==> config.mk <==
export PLATFORM = sky130hd
export DESIGN_NAME = ppc_ctrl
export DESIGN_NICKNAME = d
export VERILOG_FILES = /design/src/logic/ppc_pkg.sv /design/src/logic/ppc_ctrl.sv
export VERILOG_INCLUDE_DIRS = /design/src /design/src/logic
export SDC_FILE = /design/constraint.sdc
export NUM_CORES = 1
export LEC_CHECK = 0
export ABC_AREA = 0
export BUFFER_PORTS_ARGS = -buffer_cell sky130_fd_sc_hd__buf_2
export CAP_MARGIN = 40
export CORE_UTILIZATION = 66
export CTS_CLUSTER_DIAMETER = 120
export DETAILED_ROUTE_END_ITERATION = 10
export PLACE_DENSITY = 0.83
export SYNTH_ARGS = -nofsm -noshare
export SYNTH_HDL_FRONTEND = slang
export SYNTH_SLANG_ARGS = --single-unit
==> constraint.sdc <==
create_clock -name clk -period 6.9 [get_ports clk]
set_input_delay 0.345 -clock clk [delete_from_list [all_inputs] [get_ports clk]]
set_output_delay 0.345 -clock clk [all_outputs]
set_load 0.03 [all_outputs]
==> src/logic/ppc_map.svh <==
// register offsets, field positions, reset values and timing counts
`ifndef PPC_MAP_SVH
`define PPC_MAP_SVH

// clock
`define PPC_CLK_NS          10
// register offsets
`define PPC_ADDR_WAIT       8'h83
`define PPC_ADDR_INTERRUPT_PERSISTENCE       8'h8c
`define PPC_ADDR_WCFG       8'h8d
`define PPC_ADDR_PULSE      8'h8e
`define PPC_ADDR_CTRL       8'h8f
// reset values
`define PPC_RST_WAIT        8'hff
`define PPC_RST_INTERRUPT_PERSISTENCE        8'h00
`define PPC_RST_WCFG        8'h60
`define PPC_RST_PULSE       8'h00
`define PPC_RST_CTRL        8'h00
`define PPC_RD_UNMAPPED     8'h00
// field positions
`define PPC_WCFG_STRETCH    1
`define PPC_WCFG_LOWPWR     5
`define PPC_WCFG_KEEP1      6
`define PPC_CTRL_ROUTE      5
`define PPC_CTRL_INVERT     4
// persistence codes and steps
`define PPC_INTERRUPT_PERSISTENCE_EVERY      4'h0
`define PPC_INTERRUPT_PERSISTENCE_DIRECT_MAX 4'h3
`define PPC_INTERRUPT_PERSISTENCE_STEP       6'h05
`define PPC_INTERRUPT_PERSISTENCE_STEP_BASE  4'h3
`define PPC_CNT_MAX         6'h3f
// wait timing
`define PPC_WAIT_UNIT_NS    2780000
`define PPC_WAIT_UNIT_CYC   ((`PPC_WAIT_UNIT_NS + `PPC_CLK_NS - 1) / `PPC_CLK_NS)
`define PPC_WAIT_FULL       9'h100
`define PPC_WAIT_MULT_LONG  4'hc
`define PPC_WAIT_MULT_SHORT 4'h1
// proximity pulse timing
`define PPC_PLEN_BASE_NS    4000
`define PPC_PLEN_BASE_CYC   ((`PPC_PLEN_BASE_NS + `PPC_CLK_NS - 1) / `PPC_CLK_NS)
`define PPC_LED_EXTRA_NS    1360
`define PPC_LED_EXTRA_CYC   ((`PPC_LED_EXTRA_NS + `PPC_CLK_NS - 1) / `PPC_CLK_NS)
`define PPC_PULSE_GAP_NS    1000
`define PPC_PULSE_GAP_CYC   ((`PPC_PULSE_GAP_NS + `PPC_CLK_NS - 1) / `PPC_CLK_NS)

`endif

==> src/logic/ppc_pkg.sv <==
// types shared by the pulse and persistence controller
`default_nettype none
package ppc_pkg;

  // register port request
  typedef struct packed {
    logic       wr;
    logic       rd;
    logic [7:0] addr;
    logic [7:0] wdata;
  } ppc_reg_req_t;

  // per-pulse analog settings
  typedef struct packed {
    logic [1:0] led_current_scale;
    logic [1:0] prox_gain_sel;
    logic [1:0] color_gain_sel;
    logic [1:0] prox_pulse_width;
  } ppc_analog_t;

  typedef enum logic [1:0] {
    PG_IDLE  = 2'b00,
    PG_LEAD  = 2'b01,
    PG_INTEG = 2'b10,
    PG_GAP   = 2'b11
  } ppc_pg_state_t;

endpackage
`default_nettype wire

==> src/logic/ppc_ctrl.sv <==
// persistence filter, wait timer, proximity pulse generator and led routing
`include "ppc_map.svh"
`default_nettype none

// Function
// - light persistence code 0000 raises the clear interrupt after every light cycle.
// - code 0001 raises the clear interrupt on any single out-of-range result.
// - codes 0010 and 0011 need two and three consecutive out-of-range results.
// - light codes 0100 to 1111 need 5 to 60 consecutive results, steps of five; proximity codes 0100 to 1111 need 4 to 15.
// - separate proximity and light counters; an in-range result clears its counter.
// - wait stretch bit multiplies every wait period by twelve.
// - wait period counts 256 minus wait value units of 2.78 ms.
// - reserved config bit 6 resets to one; host keeps writing one.
// - config bit 5 resets to one; clearing it disables low-power wait.
// - pulse width code 00 to 11 selects 4, 8, 16 or 32 us integration.
// - pulses per cycle equal the six-bit pulse count plus one.
// - led stays on about 1.36 us longer than the integration window.
// - led drive code scales current to 100, 50, 25 or 12.5 percent.
// - control bit 5 routes the led pulse pattern onto the interrupt pin.
// - with routing on, control bit 4 inverts the interrupt pin pattern.
// - proximity gain 1x to 8x in bits 3:2, colour gain 1x to 64x in 1:0.
module ppc_ctrl import ppc_pkg::*; #(
  parameter int unsigned WAIT_UNIT_CYCLES = `PPC_WAIT_UNIT_CYC
) (
  // clock and reset
  input  wire logic         clk,
  input  wire logic         sys_rst,
  // register port
  input  wire ppc_reg_req_t reg_req,
  output logic [7:0]        reg_rdata,
  output logic              reg_rvalid,
  // conversion results
  input  wire logic         als_valid,
  input  wire logic         als_out_of_range,
  input  wire logic         als_irq_clear,
  input  wire logic         prox_valid,
  input  wire logic         prox_out_of_range,
  input  wire logic         prox_irq_clear,
  // sequencer requests
  input  wire logic         wait_start,
  input  wire logic         prox_start,
  output logic              wait_busy,
  output logic              wait_done,
  output logic              prox_busy,
  output logic              prox_done,
  // analog and pins
  output ppc_analog_t       analog_cfg,
  output logic              wait_lowpower,
  output logic              led_sink_pin,
  output logic              prox_integrate,
  output logic              als_irq,
  output logic              prox_irq,
  output logic              irq_pin
);

  // ----------------------------------------------------------------
  // state
  // ----------------------------------------------------------------
  typedef struct packed {
    logic [7:0]    wait_period_value;
    logic [7:0]    persist_setting;
    logic [7:0]    wait_extend_config;
    logic [7:0]    prox_pulse_setup;
    logic [7:0]    led_gain_control;
    logic [7:0]    rdata;
    logic          rvalid;
    logic [5:0]    als_cnt;
    logic [5:0]    prox_cnt;
    logic          als_irq;
    logic          prox_irq;
    logic          wait_busy;
    logic          wait_done;
    logic [19:0]   wait_tick;
    logic [11:0]   wait_left;
    ppc_pg_state_t pg_state;
    logic [15:0]   pg_cnt;
    logic [15:0]   pg_width;
    logic [5:0]    pulses_left;
    logic          prox_done;
    ppc_analog_t   ana;
  } ppc_state_t;

  ppc_state_t st_q;
  ppc_state_t st_d;

  // ----------------------------------------------------------------
  // helpers
  // ----------------------------------------------------------------
  // consecutive out-of-range results needed for a persistence code
  function automatic logic [5:0] interrupt_persistence_limit(input logic [3:0] code);
    logic [5:0] lim;
    lim = {2'b00, code};
    if (code > `PPC_INTERRUPT_PERSISTENCE_DIRECT_MAX) begin
      lim = 6'((code - `PPC_INTERRUPT_PERSISTENCE_STEP_BASE) * `PPC_INTERRUPT_PERSISTENCE_STEP);
    end
    return lim;
  endfunction

  // next counter value and fire flag; proximity codes count results one for one
  function automatic logic [6:0] interrupt_persistence_step(input logic [5:0] cnt, input logic oor,
                                           input logic [3:0] code, input logic direct);
    logic [5:0] nxt;
    logic       fire;
    nxt  = 6'h00;
    fire = 1'b0;
    if (oor) begin
      nxt = (cnt == `PPC_CNT_MAX) ? cnt : cnt + 6'h01;
    end
    if (code == `PPC_INTERRUPT_PERSISTENCE_EVERY) begin
      fire = 1'b1;
    end else if (oor && nxt >= (direct ? {2'b00, code} : interrupt_persistence_limit(code))) begin
      fire = 1'b1;
    end
    return {fire, nxt};
  endfunction

  // integration width in cycles; 4 us doubled per code step
  function automatic logic [15:0] width_cycles(input logic [1:0] code);
    logic [15:0] base;
    base = 16'(`PPC_PLEN_BASE_CYC);
    return base << code;
  endfunction

  // ----------------------------------------------------------------
  // next state
  // ----------------------------------------------------------------
  always_comb begin
    logic [6:0] als_r;
    logic [6:0] prox_r;
    logic [3:0] mult;
    als_r  = 7'h00;
    prox_r = 7'h00;
    mult   = `PPC_WAIT_MULT_SHORT;
    st_d   = st_q;
    st_d.rvalid    = 1'b0;
    st_d.wait_done = 1'b0;
    st_d.prox_done = 1'b0;
    // register writes; reserved bits stored as written, host keeps them
    if (reg_req.wr) begin
      if (reg_req.addr == `PPC_ADDR_WAIT) begin
        st_d.wait_period_value = reg_req.wdata;
      end else if (reg_req.addr == `PPC_ADDR_INTERRUPT_PERSISTENCE) begin
        st_d.persist_setting = reg_req.wdata;
      end else if (reg_req.addr == `PPC_ADDR_WCFG) begin
        st_d.wait_extend_config = reg_req.wdata;
      end else if (reg_req.addr == `PPC_ADDR_PULSE) begin
        st_d.prox_pulse_setup = reg_req.wdata;
      end else if (reg_req.addr == `PPC_ADDR_CTRL) begin
        st_d.led_gain_control = reg_req.wdata;
      end
    end
    // register reads answer one cycle later
    if (reg_req.rd) begin
      st_d.rvalid = 1'b1;
      if (reg_req.addr == `PPC_ADDR_WAIT) begin
        st_d.rdata = st_q.wait_period_value;
      end else if (reg_req.addr == `PPC_ADDR_INTERRUPT_PERSISTENCE) begin
        st_d.rdata = st_q.persist_setting;
      end else if (reg_req.addr == `PPC_ADDR_WCFG) begin
        st_d.rdata = st_q.wait_extend_config;
      end else if (reg_req.addr == `PPC_ADDR_PULSE) begin
        st_d.rdata = st_q.prox_pulse_setup;
      end else if (reg_req.addr == `PPC_ADDR_CTRL) begin
        st_d.rdata = st_q.led_gain_control;
      end else begin
        st_d.rdata = `PPC_RD_UNMAPPED;
      end
    end
    // persistence filters; a new event wins over a clear in the same cycle
    if (als_irq_clear) begin
      st_d.als_irq = 1'b0;
    end
    if (prox_irq_clear) begin
      st_d.prox_irq = 1'b0;
    end
    if (als_valid) begin
      als_r = interrupt_persistence_step(st_q.als_cnt, als_out_of_range, st_q.persist_setting[3:0], 1'b0);
      st_d.als_cnt = als_r[5:0];
      if (als_r[6]) begin
        st_d.als_irq = 1'b1;
      end
    end
    if (prox_valid) begin
      prox_r = interrupt_persistence_step(st_q.prox_cnt, prox_out_of_range, st_q.persist_setting[7:4], 1'b1);
      st_d.prox_cnt = prox_r[5:0];
      if (prox_r[6]) begin
        st_d.prox_irq = 1'b1;
      end
    end
    // wait timer: total units = (256 - value) times 1 or 12
    if (st_q.wait_extend_config[`PPC_WCFG_STRETCH]) begin
      mult = `PPC_WAIT_MULT_LONG;
    end
    if (!st_q.wait_busy) begin
      if (wait_start) begin
        st_d.wait_busy = 1'b1;
        st_d.wait_tick = 20'h00000;
        st_d.wait_left = 12'(mult)
                         * (12'(`PPC_WAIT_FULL) - {4'h0, st_q.wait_period_value});
      end
    end else if (st_q.wait_tick == 20'(WAIT_UNIT_CYCLES - 1)) begin
      st_d.wait_tick = 20'h00000;
      st_d.wait_left = st_q.wait_left - 12'h001;
      if (st_q.wait_left == 12'h001) begin
        st_d.wait_busy = 1'b0;
        st_d.wait_done = 1'b1;
      end
    end else begin
      st_d.wait_tick = st_q.wait_tick + 20'h00001;
    end
    // pulse generator: lead (led only), integrate, gap, repeat
    case (st_q.pg_state)
      PG_IDLE: begin
        if (prox_start) begin
          st_d.pulses_left = st_q.prox_pulse_setup[5:0];
          st_d.pg_state    = PG_LEAD;
          st_d.pg_cnt      = 16'h0000;
          st_d.pg_width    = width_cycles(st_q.prox_pulse_setup[7:6]);
          st_d.ana         = {st_q.led_gain_control[7:6], st_q.led_gain_control[3:2],
                              st_q.led_gain_control[1:0], st_q.prox_pulse_setup[7:6]};
        end
      end
      PG_LEAD: begin
        st_d.pg_cnt = st_q.pg_cnt + 16'h0001;
        if (st_q.pg_cnt == 16'(`PPC_LED_EXTRA_CYC - 1)) begin
          st_d.pg_state = PG_INTEG;
          st_d.pg_cnt   = 16'h0000;
        end
      end
      PG_INTEG: begin
        st_d.pg_cnt = st_q.pg_cnt + 16'h0001;
        if (st_q.pg_cnt == st_q.pg_width - 16'h0001) begin
          st_d.pg_cnt = 16'h0000;
          if (st_q.pulses_left == 6'h00) begin
            st_d.pg_state  = PG_IDLE;
            st_d.prox_done = 1'b1;
          end else begin
            st_d.pg_state = PG_GAP;
          end
        end
      end
      PG_GAP: begin
        st_d.pg_cnt = st_q.pg_cnt + 16'h0001;
        if (st_q.pg_cnt == 16'(`PPC_PULSE_GAP_CYC - 1)) begin
          // next pulse follows at once with freshly sampled settings
          st_d.pg_state    = PG_LEAD;
          st_d.pg_cnt      = 16'h0000;
          st_d.pulses_left = st_q.pulses_left - 6'h01;
          st_d.pg_width    = width_cycles(st_q.prox_pulse_setup[7:6]);
          st_d.ana         = {st_q.led_gain_control[7:6], st_q.led_gain_control[3:2],
                              st_q.led_gain_control[1:0], st_q.prox_pulse_setup[7:6]};
        end
      end
      default: begin
        st_d.pg_state = PG_IDLE;
      end
    endcase
  end

  // ----------------------------------------------------------------
  // state register
  // ----------------------------------------------------------------
  always_ff @(posedge clk) begin
    if (sys_rst) begin
      st_q                    <= '0;
      st_q.wait_period_value  <= `PPC_RST_WAIT;
      st_q.persist_setting    <= `PPC_RST_INTERRUPT_PERSISTENCE;
      st_q.wait_extend_config <= `PPC_RST_WCFG;
      st_q.prox_pulse_setup   <= `PPC_RST_PULSE;
      st_q.led_gain_control   <= `PPC_RST_CTRL;
      st_q.pg_state           <= PG_IDLE;
    end else begin
      st_q <= st_d;
    end
  end

  // ----------------------------------------------------------------
  // outputs
  // ----------------------------------------------------------------
  // led covers both lead and integration so integration sits inside it
  assign led_sink_pin   = (st_q.pg_state == PG_LEAD) || (st_q.pg_state == PG_INTEG);
  assign prox_integrate = (st_q.pg_state == PG_INTEG);
  assign prox_busy      = (st_q.pg_state != PG_IDLE);
  assign prox_done      = st_q.prox_done;
  assign analog_cfg     = st_q.ana;
  assign wait_busy      = st_q.wait_busy;
  assign wait_done      = st_q.wait_done;
  assign wait_lowpower  = st_q.wait_extend_config[`PPC_WCFG_LOWPWR];
  assign als_irq        = st_q.als_irq;
  assign prox_irq       = st_q.prox_irq;
  assign reg_rdata      = st_q.rdata;
  assign reg_rvalid     = st_q.rvalid;

  // routed pattern replaces the normal interrupt level on the pin
  assign irq_pin = st_q.led_gain_control[`PPC_CTRL_ROUTE]
                 ? led_sink_pin ^ st_q.led_gain_control[`PPC_CTRL_INVERT]
                 : st_q.als_irq | st_q.prox_irq;

  // pulses seen in the current proximity cycle
  logic [6:0] pulse_seen_q;
  always_ff @(posedge clk) begin
    if (sys_rst || prox_start && !prox_busy) begin
      pulse_seen_q <= 7'h00;
    end else if (st_q.pg_state == PG_LEAD && st_q.pg_cnt == 16'h0000) begin
      pulse_seen_q <= pulse_seen_q + 7'h01;
    end
  end
endmodule
`default_nettype wire

; After elaboration in Yosys (flattened, before gate mapping)
; Index checks and enable logic that the tools add are counted.
[word_totals]
ff_bits = 146
latch_bits = 0
ram_bits = 0
romBits = 0
output_inout_bits = 27
memories = 0
[classes]
addsub = 9
n_mul = 2
n_div = 0
magnitude_cmp = 3
eq_ne = 20
shift = 1
n_mux = 48
n_bitwise = 10
reduce_logical = 20
[ops]
columns = operator, n
row1 = 40-bit 2-to-1 mux, 2
row2 = 18-bit case mux with 4 select lines, 1
row3 = 32-bit 2-to-1 mux, 2
row4 = 8-bit 2-to-1 mux, 7
row5 = 6-bit 2-to-1 mux, 9
row6 = 22-bit case mux with 2 select lines, 1
row7 = "8-bit equality test, second input constant", 5
row8 = 18-bit 2-to-1 mux, 2
row9 = "20-bit by 1-bit adder with 20-bit output, second input constant", 1
row10 = "20-bit by 19-bit equality test with 1-bit output, second input constant", 1
row11 = 20-bit 2-to-1 mux, 1
row12 = 1-bit 2-to-1 mux, 17
row13 = "16-bit by 1-bit adder with 16-bit output, second input constant", 1
row14 = 16-bit equality test, 1
row15 = "16-bit by 7-bit equality test with 1-bit output, second input constant", 1
row16 = "16-bit by 8-bit equality test with 1-bit output, second input constant", 1
row17 = 8-bit case mux with 2 select lines, 1
row18 = "9-bit by 2-bit << shifter with 16-bit output, first input constant", 1
row19 = "16-bit by 1-bit subtractor with 16-bit output, second input constant", 1
row20 = "6-bit by 1-bit adder with 6-bit output, second input constant", 2
row21 = "12-bit by 1-bit equality test with 1-bit output, second input constant", 1
row22 = "6-bit equality test, second input constant", 2
row23 = 4-bit by 12-bit multiplier with 12-bit output, 1
row24 = 12-bit 2-to-1 mux, 1
row25 = other kinds (29), 50

; Depth between registers and ports, before layout
[depth]
depth_word = 12
depth_mapped = 16

; Least setup slack after synthesis
; OpenSTA, ideal clock, no wires.
[synth_path]
path_type = reg2reg
start = register st_q[138] (netlist name)
end = register st_q[60] (netlist name)
setup_time_ns = 0.136
arrival_time_ns = 3.424
t_required_ns = 6.764
path_slack_ns = 3.339
path_stages_with_launch = 17
cell_sequence = dfxtp_1 -> inv_1 -> ha_1 -> xor2_1 -> nor2_1 -> ha_1 -> inv_1 -> fa_1 -> inv_1 -> fa_1 -> a21o_1 -> a21oi_1 -> o21ai_0 -> a2111oi_0 -> nor2_1 -> xnor2_1 -> a31oi_1
[synth_via]
elab_chain_len = 4
[synth_rtl]
columns = item, line_no
row1 = from (decl), ppc_ctrl.sv:83  ; ppc_state_t st_q;
row2 = from (signal assigned), ppc_ctrl.sv:273  ; st_q <= st_d;
row3 = 9-bit by 8-bit subtractor with 10-bit output, ppc_ctrl.sv:199  ; * (12'(`PPC_WAIT_FULL) - {4'h0, st_q.wait_period_value});
row4 = 4-bit by 12-bit multiplier with 12-bit output, ppc_ctrl.sv:198  ; st_d.wait_left = 12'(mult)
row5 = 32-bit 2-to-1 mux, ppc_ctrl.sv:195  ; if (wait_start) begin
row6 = 32-bit 2-to-1 mux, ppc_ctrl.sv:194  ; if (!st_q.wait_busy) begin
; No other way between the ends. The select of a mux whose other input is x is not followed.
; A chain may end at the register's enable or synchronous reset.

; Worst setup path after layout
; Same ends and word-level chain as after synthesis.

==> metrics.md <==
| Metric | Value |
|---|---|
| CP required | 7190 ps |
| DRC viols | 0 |
| Mapped Area | 0.008532 mm² |
| CP Class | flop to flop |
| Reg-to-Reg Start | st_q[138] |
| TritonCTS Sinks | 138 |
| Hold buffer count at CTS | 0 |
| Minimum clock period | 3869 ps |
| Seq cells post-synth | 138 |
| Top post-synthesis cells by area | dfxtp_1 32%, ha_1 7.9%, nand2_1 5.8% |
| Die Ht | 115.7 µm |
| Post-layout nets | 1173 |
| CTS tree | done |
| # port buffers | 54 |
| Crit path max fanout | 6 |
| Detailed Route WL | 19910 µm |
| Wirelength per Cell | 15.69 µm |
| Total grt overflow | 0 |
| Clock Tree Buf Depth | 2 |
| R2R setup slack | 3030 ps |
| DR pass1 iterations | 5 |
| Final antenna-violating net count | 0 |
| Antenna cells | 0 |
| CTS buffer count | 17 |
| Syn avg cell area | 7.951 µm² |
| Slew @ Worst Pin | 905.2 ps |
| H-Tree Depth | 4 |
| Worst-path clk slew | 60 ps |
| Overall via count from detail_route | 7715 |
| # rows | 41 |
| Max Slew Vio Count | 0 |
| Layout area overhead | 9.429% |
| Routability cong. | 0.8747 |
| Hpwl dp | 13690 µm |
| Final period util | 56.07% |
| Mapped Cells | 1073 |
| Setup TNS | 0 ps |
| First-pass GRT wire length | 32530 µm |
| CP startpoint kind | flop |
| Synth area leader | dfxtp_1 |
| Die W | 115.7 µm |
| Hold endpoint | prox_irq |
| Via density | 6.080 |
| Worst skew pair latency | 420 ps |
| Post-CTS Setup Inserts | 0 |
| Top_reg_cell synth | dfxtp_1 |
| # IOs | 55 |
| Die area | 0.01339 mm² |
| Share of post-route cells with drive strength above 1 | 10.21% |
| Largest net degree at the start of global routing | 72 |
| Worst Hold Path Cells | 3 |
| GRT Util Overall | 30.66% |
| Max-cap viol count | 0 |
| Synth Warn # | 0 |
| Initial antenna violation count | 0 |
| Setup crit end kind | flop |
| Hold Vio Cnt, Final | 0 |
| Hold/Removal Path Class | input pin to flop |
| Hold_sp | prox_irq_clear |
| Max Clock Skew | 5.983 ps |
| Number of flops mapped to enable cells by yosys | 0 |
| Vias in the first global route | 6754 |
| Util after Layout | 73.98% |
| Slew margin rel. | 39.52% |
| # fillers | 993 |
| R2R Path End | st_q[60] |
| Endpoints failing setup | 0 |
| Area fraction of the dominant cell type after synthesis | 32.38% |
| CTS resizes | 0 |
| Critical Path AT | 4160 ps |
| Core area | 0.01262 mm² |
| Mapped Nets | 1162 |
| Pwr dens | 212.5 mW/mm² |
| Unrepaired setup endpoints after global routing | no |
| Initial Util | 67.61% |
| Multi-input gate area | 0.005195 mm² |
| CTS root buf | clkbuf_16 |
| Synth async-reset ratio | 0% |
| Outcome | finished, final reports clean |
| Synth cell types | 75 |
| Reg area | 0.002763 mm² |
| Maximum vdd drop | 208.5 µV |
| Max Fclk | 258.5 MHz |
| Starting DRT DRC Count | 722 |
| Post-synthesis sequential area ratio | 32.38% |
| Cells on worst reg2reg path | 16 |
| Leak Pwr | 0.003849 µW |
how the worst max path moves through the flow:
stage	slack (ps)	cells after the start	from	to
after detailed placement	3060	16	st_q[138]	st_q[60]
after global placement	3180	16	st_q[138]	st_q[60]
after CTS	3020	16	st_q[138]	st_q[60]
after floorplan	3340	16	st_q[138]	st_q[60]
final	3030	16	st_q[138]	st_q[60]
after global routing	2640	16	st_q[138]	st_q[60]
report_power, final:
group	leakage [µW]	switching, µW	total, µW	internal, µW
sequential	0.00112	27.3	844	817
clock	0.000269	360	893	533
combinational	0.00246	163	247	84.1
Yosys cell counts, types with 5 or more instances:
| master | n |
|---|---|
| nand2_1 | 132 |
| a31oi_1 | 9 |
| a211oi_1 | 12 |
| fa_1 | 7 |
| a211o_1 | 6 |
| nor3_1 | 23 |
| nor2_1 | 115 |
| o211a_1 | 5 |
| a311oi_1 | 24 |
| or2_2 | 5 |
| nand4_1 | 8 |
| mux2i_1 | 33 |
| a22oi_1 | 6 |
| xor2_1 | 18 |
| a32oi_1 | 7 |
| nor4_1 | 12 |
| nand3_1 | 32 |
| o21ai_0 | 54 |
| a21oi_1 | 75 |
| inv_1 | 56 |
| nor2b_1 | 7 |
| buf_4 | 16 |
| xnor2_1 | 20 |
| and2_1 | 8 |
| dfxtp_1 | 138 |
| clkbuf_1 | 48 |
| and3_1 | 16 |
| nand2b_1 | 17 |
| ha_1 | 54 |
| nand3b_1 | 13 |
| a21o_1 | 10 |
layout make-up:
type / count / share of cell area [%]
clock inverter: 14 / 1.581
tap: 172 / 2.305
clock buffer: 18 / 4.597
sequential: 138 / 29.59
inverter: 59 / 2.372
multi-input combinational: 805 / 55.64
timing repair buffer: 63 / 3.913
logic make-up (layout without fill, tap and decap cells):
family          count (synthesis)  after routing  synth area share [%]
fa+ha+maj                      61             61                 9.561
mux                            35             35                 4.136
compound gates                253            253                 19.56
flops                         138            138                 32.38
xor+xnor                       38             38                 3.901
buf+inv                       130            154                 6.731
simple gates                  418            418                 23.73
per-stage QoR:
| stage | instance area [µm²] | hold WS (ps) | instances | total power [µW] | setup WS, ps |
|---|---|---|---|---|---|
| final | 9336 | 176.0 | 1269 | 1984 | 3031 |
| after CTS | 9336 | 170.9 | 1269 | 1993 | 3024 |
| after global routing | 9336 | 190.4 | 1269 | 2056 | 2635 |
| after global placement | 8690 | 440.9 | 1231 | 1092 | 3185 |
| after floorplan | 8532 | 435.8 | 1073 | 1038 | 3339 |
| after detailed placement | 8760 | 443.2 | 1237 | 1102 | 3058 |
cells in the final DEF (no fill, tap or decap), types with 9 or more instances in the layout:
cell	count
a211oi_1	12
a21o_1	10
a21oi_1	75
a311oi_1	24
a31oi_1	9
and3_1	16
buf_2	54
clkbuf_16	17
dfxtp_1	138
ha_1	54
inv_1	56
mux2i_1	33
nand2_1	132
nand2b_1	17
nand3_1	32
nand3b_1	13
nor2_1	115
nor3_1	23
nor4_1	12
o21ai_0	54
xnor2_1	20
xor2_1	18
critical path, cell delays in order (launching register included):
cell,delay [ps]
dfxtp_1,410
inv_1,110
ha_1,250
xor2_1,180
nor2_1,90
ha_1,280
inv_1,50
fa_1,520
inv_1,60
fa_1,450
a21o_1,180
a21oi_1,200
o21ai_0,140
a2111oi_0,430
nor2_1,120
xnor2_1,160
a31oi_1,90
layer usage:
metal | GRT usage, % | share of wire (%) | up-vias
met5 | 0 | 0 | -
met4 | 11.28 | 1.6 | 0
met3 | 5.021 | 5.7 | 26
met2 | 49.18 | 47 | 243
met1 | 41.64 | 46 | 3612
li1 | - | - | 3834
registers in the layout (all words and copies together), names as in the netlist:
signal         count
wait_done          1
analog_cfg         8
wait_busy          1
als_irq            1
reg_rvalid         1
prox_done          1
prox_irq           1
st_q             115
reg_rdata          8
wait_lowpower      1
No activity file was read; power rests on OpenSTA's default activity.
